File: src/sync_serial_pkg.sv
// register map, field positions, reset values and states of the synchronous serial channel
// assumes a 32-bit classic wishbone slave addressed in bytes, one register per aligned word
package sync_serial_pkg;
	localparam int ADR_W    = 8;
	localparam int DAT_W    = 32;
	localparam int DATA_MAX = 8;
	localparam int BAUD_W   = 16;

	localparam logic [ADR_W-1:0] OFF_CTRL  = 8'h00;
	localparam logic [ADR_W-1:0] OFF_STAT  = 8'h04;
	localparam logic [ADR_W-1:0] OFF_TXB   = 8'h08;
	localparam logic [ADR_W-1:0] OFF_RXB   = 8'h0C;
	localparam logic [ADR_W-1:0] OFF_BAUD  = 8'h10;
	localparam logic [ADR_W-1:0] OFF_INSEL = 8'h14;

	// control register fields
	localparam int CTL_BM     = 0;
	localparam int CTL_HB     = 4;
	localparam int CTL_PH     = 5;
	localparam int CTL_PO     = 6;
	localparam int CTL_LB     = 7;
	localparam int CTL_ERR_EN = 8;
	localparam int CTL_AREN   = 12;
	localparam int CTL_MS     = 14;
	localparam int CTL_EN     = 15;

	// status register fields; error flags share their order with the enables
	localparam int ERR_TE    = 0;
	localparam int ERR_RE    = 1;
	localparam int ERR_PE    = 2;
	localparam int ERR_BE    = 3;
	localparam int ST_BSY    = 4;
	localparam int ST_TXREQ  = 5;
	localparam int ST_RXFULL = 6;
	localparam int ST_BC     = 8;

	// input select fields
	localparam int SEL_MIS = 0;
	localparam int SEL_SIS = 2;
	localparam int SEL_CIS = 4;

	localparam logic [15:0] CTRL_RST      = 16'h0000;
	localparam logic [15:0] CTRL_WMASK    = 16'hDFF7;
	localparam logic [15:0] CTRL_WMASK_EN = 16'hC000;
	localparam logic [7:0]  INSEL_RST     = 8'h00;
	localparam logic [7:0]  INSEL_WMASK   = 8'h3F;
	localparam logic [15:0] BAUD_RST      = 16'h0000;
	localparam logic [1:0]  PH_WIN_AFTER  = 2'h2;

	typedef enum logic [2:0] {
		ST_IDLE  = 3'b001,
		ST_SHIFT = 3'b010,
		ST_TAIL  = 3'b100
	} shift_state_t;
endpackage

File: src/input_select3.sv
// three-way input picker for receive data and slave clock lines
// assumes the inputs are already synchronous to the module clock
module input_select3 (
	input  wire logic [2:0] pins,
	input  wire logic [1:0] sel,
	output logic            y
);
	always_comb
	begin
		case (sel)
			2'h0: y = pins[0];
			2'h1: y = pins[1];
			2'h2: y = pins[2];
			// reserved code: a quiet zero rather than a guess
			default: y = 1'b0;
		endcase
	end
endmodule

File: src/baud_timer.sv
// down-counting baud timer with reload; ticks once every reload+1 clocks while running
// assumes the reload value is left alone while the timer runs
module baud_timer #(
	parameter int WIDTH = 16
) (
	input  wire logic             ref_clk,
	input  wire logic             rst_n,
	input  wire logic             run,
	input  wire logic [WIDTH-1:0] reload,
	output logic                  tick,
	output logic [WIDTH-1:0]      count
);
	logic [WIDTH-1:0] cnt_q;

	if (WIDTH < 2)
	begin
		$error("baud_timer: WIDTH must be at least 2");
	end

	always_ff @(posedge ref_clk or negedge rst_n)
	begin
		if (!rst_n)
			cnt_q <= '0;
		else if (!run || cnt_q == '0)
			cnt_q <= reload;
		else
			cnt_q <= cnt_q - 1'b1;
	end

	assign tick  = run & (cnt_q == '0);
	assign count = cnt_q;
endmodule

File: src/sync_serial_channel.sv
// synchronous serial channel: master or slave role, wishbone register access,
// half-duplex self check, back-to-back frames, baud timer and four error detectors
// assumes pins and bus are synchronous to ref_clk; pad direction comes from the enables
//
// Notes on behaviour
// - transmitter reads its own bits on receive input
// - transmit request shows transmit buffer empty
// - reloaded buffer starts next frame without gap
// - role picks clock and data lines automatically
// - bits 1:0 pick master receive input
// - bits 3:2 pick slave receive input
// - bits 5:4 pick slave clock; 7:6 zero
// - own 16-bit down-counting baud timer with reload
// - baud read: live count enabled, reload disabled
// - shift rate is clock over 2(reload+1)
// - reload zero master only; slave needs one
// - receive, phase always; transmit, baud slave only
// - sticky error flags, enabled ones raise interrupt
// - unread receive word overwritten, receive error set
// - data change near latch edge: phase error
// - half-clock rate full exchange gives phase error
// - slave clock off by factor two: baud error
// - baud error with auto reset resets channel
// - checker expects next edge right after transfer
// - slave clocked without new data: transmit error
//
// Added by the designer: the address map and register access over Wishbone.
module sync_serial_channel #(
	parameter int FRAME_MAX = sync_serial_pkg::DATA_MAX
) (
	input  wire logic                              ref_clk,
	input  wire logic                              rst_n,
	input  wire logic                              cyc,
	input  wire logic                              stb,
	input  wire logic                              we,
	input  wire logic [sync_serial_pkg::ADR_W-1:0] adr,
	input  wire logic [3:0]                        sel,
	input  wire logic [sync_serial_pkg::DAT_W-1:0] dat_w,
	output logic [sync_serial_pkg::DAT_W-1:0]      dat_r,
	output logic                                   ack,
	output logic                                   generated_shift_clock,
	output logic                                   generated_shift_clock_oe,
	input  wire logic [2:0]                        slave_clock_in,
	output logic                                   master_out_slave_in_pin,
	output logic                                   master_out_slave_in_pin_oe,
	input  wire logic [2:0]                        slave_rx_in,
	output logic                                   slave_out_master_in_pin,
	output logic                                   slave_out_master_in_pin_oe,
	input  wire logic [2:0]                        master_rx_in,
	output logic                                   tx_req,
	output logic                                   error_irq_line
);
	import sync_serial_pkg::*;

	if (FRAME_MAX != 8)
	begin
		$error("sync_serial_channel: frame width field only serves 8 bits");
	end

	logic             ack_q, bus_req, wr_go, rd_go, txb_wr, rxb_rd;
	logic [DAT_W-1:0] dat_r_q, rd_d;
	logic [15:0]      ctrl_q, ctrl_m, lane16;
	logic [7:0]       insel_q;
	logic [15:0]      baud_q, baud_cnt;
	logic [3:0]       err_q, err_hit, err_clr;
	logic [FRAME_MAX-1:0] tx_buf_q, tx_sr_q, tx_sr_d, rx_sr_q, rx_buf_q, rx_new;
	logic             tx_full_q, tx_loaded_q, rx_full_q, fresh_q, fresh_eff, out_q;
	logic             sclk_q, sck_prev_q, rxs1_q, armed_q;
	logic [1:0]       win_q;
	logic [2:0]       cnt_q, w_last;
	logic [17:0]      gap_q;
	logic [16:0]      exp_half;
	logic [18:0]      gap_x2;
	shift_state_t     st_q;
	logic en, ms, hb, ph, po, lb, aren, tick;
	logic mrx, srx, sck, rx_pin, rx_bit;
	logic m_edge, s_edge, edge_go, new_lvl, act, latch_go, shift_go, sh_go;
	logic fin, mst_start, slv_start, slv_load, end_load, load;
	logic te_hit, re_hit, pe_hit, be_hit, arst;

	assign en   = ctrl_q[CTL_EN];
	assign ms   = ctrl_q[CTL_MS];
	assign hb   = ctrl_q[CTL_HB];
	assign ph   = ctrl_q[CTL_PH];
	assign po   = ctrl_q[CTL_PO];
	assign lb   = ctrl_q[CTL_LB];
	assign aren = ctrl_q[CTL_AREN];
	// width code 0 is reserved; treat it as the smallest legal frame
	assign w_last = (ctrl_q[CTL_BM +: 3] == 3'h0) ? 3'h1 : ctrl_q[CTL_BM +: 3];

	// bus slave: one wait state, ack for one cycle, write lands on the ack edge
	assign bus_req = cyc & stb;
	assign wr_go   = bus_req & ack_q & we;
	assign rd_go   = bus_req & ack_q & ~we;
	assign txb_wr  = wr_go & (adr == OFF_TXB) & sel[0];
	assign rxb_rd  = rd_go & (adr == OFF_RXB);
	assign lane16  = {{8{sel[1]}}, {8{sel[0]}}};
	assign ctrl_m  = (en ? CTRL_WMASK_EN : CTRL_WMASK) & lane16;
	assign err_clr = (wr_go && adr == OFF_STAT && sel[0]) ? dat_w[3:0] : 4'h0;

	always_ff @(posedge ref_clk or negedge rst_n)
	begin
		if (!rst_n)
			ack_q <= 1'b0;
		else
			ack_q <= bus_req & ~ack_q;
	end

	always_comb
	begin
		rd_d = '0;
		case (adr)
			OFF_CTRL: rd_d[15:0] = ctrl_q;
			OFF_STAT:
			begin
				rd_d[3:0]         = err_q;
				rd_d[ST_BSY]      = (st_q != ST_IDLE);
				rd_d[ST_TXREQ]    = ~tx_full_q;
				rd_d[ST_RXFULL]   = rx_full_q;
				rd_d[ST_BC +: 3]  = cnt_q;
			end
			OFF_RXB:   rd_d[FRAME_MAX-1:0] = rx_buf_q;
			OFF_BAUD:  rd_d[15:0] = en ? baud_cnt : baud_q;
			OFF_INSEL: rd_d[7:0] = insel_q & INSEL_WMASK;
			default:   rd_d = '0;
		endcase
	end

	always_ff @(posedge ref_clk or negedge rst_n)
	begin
		if (!rst_n)
			dat_r_q <= '0;
		else if (bus_req && !ack_q && !we)
			dat_r_q <= rd_d;
	end

	assign dat_r = dat_r_q;
	assign ack   = ack_q;

	always_ff @(posedge ref_clk or negedge rst_n)
	begin
		if (!rst_n)
			ctrl_q <= CTRL_RST;
		else if (wr_go && adr == OFF_CTRL)
			ctrl_q <= (ctrl_q & ~ctrl_m) | (dat_w[15:0] & ctrl_m);
	end

	always_ff @(posedge ref_clk or negedge rst_n)
	begin
		if (!rst_n)
			insel_q <= INSEL_RST;
		else if (wr_go && adr == OFF_INSEL && sel[0])
			insel_q <= dat_w[7:0] & INSEL_WMASK;
	end

	// a write while enabled would corrupt the running count, so it is dropped
	always_ff @(posedge ref_clk or negedge rst_n)
	begin
		if (!rst_n)
			baud_q <= BAUD_RST;
		else if (wr_go && adr == OFF_BAUD && !en)
			baud_q <= (baud_q & ~lane16) | (dat_w[15:0] & lane16);
	end

	baud_timer #(.WIDTH(BAUD_W)) u_baud (
		.ref_clk (ref_clk),
		.rst_n   (rst_n),
		.run     (en),
		.reload  (baud_q),
		.tick    (tick),
		.count   (baud_cnt)
	);

	input_select3 u_mrx (.pins(master_rx_in), .sel(insel_q[SEL_MIS +: 2]), .y(mrx));
	input_select3 u_srx (.pins(slave_rx_in), .sel(insel_q[SEL_SIS +: 2]), .y(srx));
	input_select3 u_sck (.pins(slave_clock_in), .sel(insel_q[SEL_CIS +: 2]), .y(sck));

	// the receive pin is sampled even while we drive the shared line ourselves
	assign rx_pin = ms ? mrx : srx;
	assign rx_bit = lb ? out_q : rx_pin;

	// edge events: master from its own toggling clock, slave from the picked clock line
	assign m_edge   = ms & en & tick & (st_q != ST_IDLE);
	assign s_edge   = ~ms & en & (sck != sck_prev_q);
	assign edge_go  = m_edge | s_edge;
	assign new_lvl  = ms ? ~sclk_q : sck;
	assign act      = edge_go & ((st_q == ST_SHIFT) | (~ms & st_q == ST_IDLE));
	assign latch_go = act & ((new_lvl != po) == ph);
	assign shift_go = act & ~latch_go;
	assign slv_start = act & ~ms & (st_q == ST_IDLE);
	assign fresh_eff = slv_start ? ~ph : fresh_q;
	assign sh_go    = shift_go & ~fresh_eff;
	assign fin      = latch_go & (cnt_q == w_last);
	assign mst_start = ms & en & tick & (st_q == ST_IDLE) & tx_full_q;
	assign slv_load = ~ms & en & (st_q == ST_IDLE) & tx_full_q & ~edge_go;
	assign end_load = fin & tx_full_q;
	assign load     = mst_start | slv_load | end_load;

	assign rx_new = hb ? {rx_sr_q[FRAME_MAX-2:0], rx_bit}
		: ({rx_bit, rx_sr_q[FRAME_MAX-1:1]} >> (3'h7 - w_last));

	always_comb
	begin
		tx_sr_d = tx_sr_q;
		if (load)
			tx_sr_d = tx_buf_q;
		else if (fin)
			tx_sr_d = rx_new;
		else if (sh_go)
			tx_sr_d = hb ? {tx_sr_q[FRAME_MAX-2:0], 1'b0} : {1'b0, tx_sr_q[FRAME_MAX-1:1]};
	end

	always_ff @(posedge ref_clk or negedge rst_n)
	begin
		if (!rst_n)
			st_q <= ST_IDLE;
		else if (!en || arst)
			st_q <= ST_IDLE;
		else
			case (st_q)
				ST_IDLE:
					if (mst_start || slv_start)
						st_q <= ST_SHIFT;
				ST_SHIFT:
					if (fin)
						st_q <= (ms && tx_full_q) ? ST_SHIFT
							: ((new_lvl == po) ? ST_IDLE : ST_TAIL);
				ST_TAIL:
					if (edge_go)
						st_q <= ST_IDLE;
				default:
					st_q <= ST_IDLE;
			endcase
	end

	always_ff @(posedge ref_clk or negedge rst_n)
	begin
		if (!rst_n)
			cnt_q <= 3'h0;
		else if (!en || arst || fin)
			cnt_q <= 3'h0;
		else if (latch_go)
			cnt_q <= cnt_q + 3'h1;
	end

	always_ff @(posedge ref_clk or negedge rst_n)
	begin
		if (!rst_n)
		begin
			tx_sr_q <= '0;
			out_q   <= 1'b0;
			fresh_q <= 1'b0;
		end
		else
		begin
			tx_sr_q <= tx_sr_d;
			// the line keeps the last bit after a frame
			if (load || sh_go || te_hit)
				out_q <= hb ? tx_sr_d[w_last] : tx_sr_d[0];
			if (load)
				fresh_q <= end_load | ~ph;
			else if (shift_go)
				fresh_q <= 1'b0;
		end
	end

	always_ff @(posedge ref_clk or negedge rst_n)
	begin
		if (!rst_n)
			sclk_q <= 1'b0;
		else if (!ms || !en || (st_q == ST_IDLE && !m_edge))
			sclk_q <= po;
		else if (m_edge)
			sclk_q <= ~sclk_q;
	end

	always_ff @(posedge ref_clk or negedge rst_n)
	begin
		if (!rst_n)
		begin
			tx_buf_q  <= '0;
			tx_full_q <= 1'b0;
		end
		else if (txb_wr)
		begin
			tx_buf_q  <= dat_w[FRAME_MAX-1:0];
			tx_full_q <= 1'b1;
		end
		else if (load)
			tx_full_q <= 1'b0;
	end

	always_ff @(posedge ref_clk or negedge rst_n)
	begin
		if (!rst_n)
			tx_loaded_q <= 1'b0;
		else if (!en)
			tx_loaded_q <= 1'b0;
		else if (load)
			tx_loaded_q <= 1'b1;
		else if (slv_start)
			tx_loaded_q <= 1'b0;
	end

	always_ff @(posedge ref_clk or negedge rst_n)
	begin
		if (!rst_n)
		begin
			rx_sr_q   <= '0;
			rx_buf_q  <= '0;
			rx_full_q <= 1'b0;
		end
		else
		begin
			if (latch_go)
				rx_sr_q <= hb ? {rx_sr_q[FRAME_MAX-2:0], rx_bit} : {rx_bit, rx_sr_q[FRAME_MAX-1:1]};
			if (fin)
				rx_buf_q <= rx_new;
			// a frame finishing in the read cycle keeps the buffer marked full
			if (fin)
				rx_full_q <= 1'b1;
			else if (rxb_rd)
				rx_full_q <= 1'b0;
		end
	end

	// data history at clock rate for the phase window around each latch edge
	always_ff @(posedge ref_clk or negedge rst_n)
	begin
		if (!rst_n)
		begin
			rxs1_q     <= 1'b0;
			sck_prev_q <= 1'b0;
			win_q      <= 2'h0;
		end
		else
		begin
			rxs1_q     <= rx_bit;
			sck_prev_q <= sck;
			if (latch_go)
				win_q <= PH_WIN_AFTER;
			else if (win_q != 2'h0)
				win_q <= win_q - 2'h1;
		end
	end

	// slave rate check: half periods are compared with reload+1 clocks
	assign exp_half = {1'b0, baud_q} + 17'h00001;
	assign gap_x2   = {gap_q, 1'b0} + 19'h00002;

	always_ff @(posedge ref_clk or negedge rst_n)
	begin
		if (!rst_n)
		begin
			armed_q <= 1'b0;
			gap_q   <= '0;
		end
		else
		begin
			// stays armed after a frame, so a halted master shows up as a baud error
			if (!en || ms || be_hit)
				armed_q <= 1'b0;
			else if (s_edge)
				armed_q <= 1'b1;
			if (!armed_q || s_edge)
				gap_q <= '0;
			else if (gap_q != '1)
				gap_q <= gap_q + 18'h00001;
		end
	end

	assign te_hit = slv_start & ~tx_loaded_q;
	assign re_hit = fin & rx_full_q;
	// window opens one sample before the latch edge, so quarter-rate own data stays clean
	assign pe_hit = en & (latch_go | (win_q != 2'h0)) & (rx_bit != rxs1_q);
	assign be_hit = ~ms & en & armed_q & ((s_edge & (gap_x2 < {2'h0, exp_half}))
		| (gap_q >= {exp_half, 1'b0}));
	assign arst   = be_hit & aren;

	always_comb
	begin
		err_hit         = 4'h0;
		err_hit[ERR_TE] = te_hit;
		err_hit[ERR_RE] = re_hit;
		err_hit[ERR_PE] = pe_hit;
		err_hit[ERR_BE] = be_hit;
	end

	// a hit in the clearing cycle wins over the clear
	always_ff @(posedge ref_clk or negedge rst_n)
	begin
		if (!rst_n)
			err_q <= 4'h0;
		else
			err_q <= (err_q & ~err_clr) | err_hit;
	end

	assign error_irq_line = |(err_q & ctrl_q[CTL_ERR_EN +: 4]);
	assign tx_req = ~tx_full_q;

	assign generated_shift_clock      = sclk_q;
	assign generated_shift_clock_oe   = en & ms;
	assign master_out_slave_in_pin    = out_q;
	assign master_out_slave_in_pin_oe = en & ms;
	assign slave_out_master_in_pin    = out_q;
	assign slave_out_master_in_pin_oe = en & ~ms;
endmodule

File: config.mk
export PLATFORM = sky130hd
export DESIGN_NAME = sync_serial_channel
export DESIGN_NICKNAME = d
export VERILOG_FILES = /design/src/sync_serial_pkg.sv /design/src/input_select3.sv /design/src/baud_timer.sv /design/src/sync_serial_channel.sv
export SDC_FILE = /design/constraint.sdc
export NUM_CORES = 1
export LEC_CHECK = 0
export BUFFER_PORTS_ARGS = -buffer_cell sky130_fd_sc_hd__buf_2
export CAP_MARGIN = 20
export CORE_MARGIN = 8
export CORE_UTILIZATION = 60
export DETAILED_ROUTE_END_ITERATION = 10
export HOLD_SLACK_MARGIN = 0.06
export PLACE_DENSITY_LB_ADDON = 0.3
export SETUP_SLACK_MARGIN = 0.05
export SLEW_MARGIN = 20
export SYNTH_ARGS = -nofsm -noshare
export SYNTH_HDL_FRONTEND = slang
export SYNTH_HIERARCHICAL = 1
export SYNTH_SLANG_ARGS = --single-unit
File: constraint.sdc
create_clock -name ref_clk -period 6.3 [get_ports ref_clk]
set_input_delay 0 -clock ref_clk [delete_from_list [all_inputs] [get_ports ref_clk]]
set_output_delay 0 -clock ref_clk [all_outputs]
set_load 0.02 [all_outputs]
==> key figures <==
GRT
  • Vias in the first global route: about 7.2k
  • All-layer global routing usage: 0.264
  • GRT overflow: 0
  • Initial antenna violation count: 0
  • Largest net degree at the start of global routing: 84
  • First-pass GRT wire length: about 38000 um

Worst setup path
  • CP Launch Type: flip-flop
  • Worst Setup End Kind: flip-flop
  • Crit path DAT: around 4.7 ns
  • Cell mode on critical path: buf_4
  • WS Path Type: flip-flop to flip-flop
  • CP cell instances: inv_1 -> ha_1 -> nor3b_1 -> nand3_1 -> nor4_1 -> and3_1 -> a32oi_1 -> nor4_4 -> buf_4 -> and2_0 -> buf_4 -> nor2_1 -> a221oi_2 -> o22a_1 -> o211ai_1 -> o22ai_1
  • Crit-path leading delay family: simple AND/OR/NAND/NOR gates
  • Worst path required time: ~6.7 ns
  • Crit-path slowest cell: nor3b_1
  • CP Buf/Inv Count: 3
  • CP max stage delay: between 0.5 and 0.6 ns
  • CP max FO: 28

Timing
  • Final setup fails: 0
  • Setup_tns: 0 ns
  • Actual slew at the worst max-slew pin: ~1 ns
  • Final-report max-slew violation count: 0
  • Achievable Freq: 0.228 GHz
  • RSZ-0062 raised after global routing: no
  • Skew final: roughly 0.008 ns
  • Post-layout min period: between 4 and 5 ns
  • Hold Slack: between 0.09 and 0.1 ns
  • Max_slew headroom: 0.339
  • Final period util: 0.698
  • Hold Fails Final Rpt: 0

CTS
  • CTS Root Buffer Type: clkbuf_16
  • TritonCTS buffer count: 17
  • CTS max path bufs: 2
  • H-tree Lvls: 4
  • Insertion delay to the later sink of the worst-skew pair: 0.43 ns
  • Clock slew at reported path FFs: about 0.060 ns
  • CTS tree: yes
  • Sinks on the clock net: 140

Drt
  • First-pass DRT Iterations: 7
  • DRT Wirelength: 23800 um
  • DR WL/cell: slightly below 20 um
  • Antenna-violating nets left: 0
  • Remaining DRCs: 0
  • DRT iter0 DRCs: roughly 800
  • Vias per std cell: 6.18
  • Via count: approximately 7.4k

Cells and area
  • Final Cell Area: ~0.010 mm2
  • Most common cell after layout, fill and taps aside: nand2_1
  • Antenna cells: 0
  • Post-Layout Cell Count: ~1.2k
  • Layout cells sized above 1: 0.173
  • Area grow syn2layout: 14.7%
  • Final #Nets: around 1.1k
  • Most frequent cells in the layout: nand2_1, dfrtp_1, buf_2
  • Layout Utilization: 0.697

Synthesis
  • Ys async rst share: 1.00
  • Seq/Total Area, Yosys: 0.401
  • #FFs+latches synth: between 100 and 150
  • Synth Flop Type: dfrtp_1
  • EDFF count, synth: 0
  • Unique masters post-synth: slightly above 80
  • Avg Cell Area, Syn: 9.34 um2
  • Synth warn: 6
  • Post-synthesis cell count: about 940
  • Area of the mapped netlist: 0.00873 mm2

Die
  • Die area: 0.0187 mm2
  • Die X: approximately 140 um
  • Initial core utilization: 0.608
  • Core Region: roughly 0.014 mm2
  • Die Y: approximately 140 um
  • Rows: 44
  • Ports: about 100

Power
  • Clk network pwr share: 0.521
  • P_leak: approximately 4.7 nW
  • Peak supply drop: approximately 0.2 mV
  • Sequential share of power: 0.416
  • Internal power: ~1.7 mW
  • Psw: 0.510 mW
  • Cell Pwr Density: around 220 mW/mm2
  • Net Sw Frac: 0.229
  • Comb pwr share: 0.063

Place
  • Placed instance count: 1146
  • Placed inst area: between 0.009 and 0.01 mm2
  • PortBufs: between 60 and 70
  • Placer Congestion: about 0.94
  • DP HPWL: 16700 um

Outcome
  • Status: completed

Hold path
  • Hold WC Path Type: primary input to asynchronous set/reset pin

Job
  • Max-cap violations: 0
cells by family after synthesis:
logic type	synth area share
buffers and inverters	0.0486
adder cells (fa/ha/maj)	0.0470
XOR/XNOR	0.0551
flip-flops	0.401
AO/OA/AOI/OAI	0.159
multiplexers	0.0986
other	0.000429
AND/OR/NAND/NOR	0.190
layout make-up:
type / instances / area, um2
Sequential cell: 140 / 3500
Clock buffer: 18 / 429
Fill cell: 1097 / 4350
Clock inverter: 14 / 241
Multi-Input combinational cell: 724 / 4870
Inverter: 24 / 90.1
Timing Repair Buffer: 99 / 656
Tap cell: 184 / 230
final timing paths:
check	from	endpoint	slack [ns]	cells past startpoint
max in group asynchronous	rst_n	gap_q[15]	5.05	3
min	rst_n	dat_r[4]	0.1	2
max reg2reg	u_baud/count[0]	master_out_slave_in_pin	1.91	16
max	u_baud/count[0]	master_out_slave_in_pin	1.91	16
min in group ref_clk	sel[0]	err_q[0]	0.10	5
min reg2reg	dat_r[14]	dat_r[14]	0.48	2
power by group through the flow:
| stage | logic (mW) | clock network (mW) | registers (mW) |
|---|---|---|---|
| 2_1_floorplan | 0.0707 | 0 | 0.947 |
| 3_3_place_gp | 0.125 | 0 | 0.939 |
| 3_5_place_dp | 0.127 | 0 | 0.940 |
| 4_1_cts | 0.139 | 1.16 | 0.924 |
| 5_1_grt | 0.155 | 1.21 | 0.927 |
| 6_report | 0.140 | 1.16 | 0.925 |
repair_timing:
item	4_1_cts	5_1_grt
endpoints found under the hold margin	110	0
endpoints found under the setup margin	0	0
hold buffers	25	0
buffers inserted	0	0
resized for setup	0	0
Yosys cell counts (all sizes together), types with 23 or more instances:
library cell | number | area [um2]
xnor2 | 33 | 289
clkbuf | 28 | 105
o21ai | 61 | 305
inv | 23 | 86.3
ha | 32 | 400
nand2 | 141 | 529
buf | 34 | 229
a21oi | 42 | 210
nor2 | 62 | 233
mux2 | 44 | 495
mux2i | 32 | 320
dfrtp | 139 | 3480
per-stage QoR:
step | total power [mW] | setup WS, ns
2_1_floorplan | 1.02 | 2.73
3_3_place_gp | 1.06 | 2.07
3_5_place_dp | 1.07 | 1.99
4_1_cts | 2.22 | 1.96
5_1_grt | 2.29 | 1.62
6_report | 2.22 | 1.91
metal layers:
metal | track usage | share of wire
met5 | 0 | 0
met4 | 0.0915 | 0.019
met3 | 0.0584 | 0.091
met2 | 0.396 | 0.45
met1 | 0.369 | 0.44
worst reg2reg max path, delay by kind of cell (launching register included):
| kind | cells | cell delay [ns] |
|---|---|---|
| AO/OA/AOI/OAI | 5 | 0.94 |
| adder cells (fa/ha/maj) | 1 | 0.17 |
| buffers and inverters | 3 | 0.65 |
| flip-flops | 1 | 0.43 |
| AND/OR/NAND/NOR | 7 | 2.10 |
No activity file was read; power rests on OpenSTA's default activity.
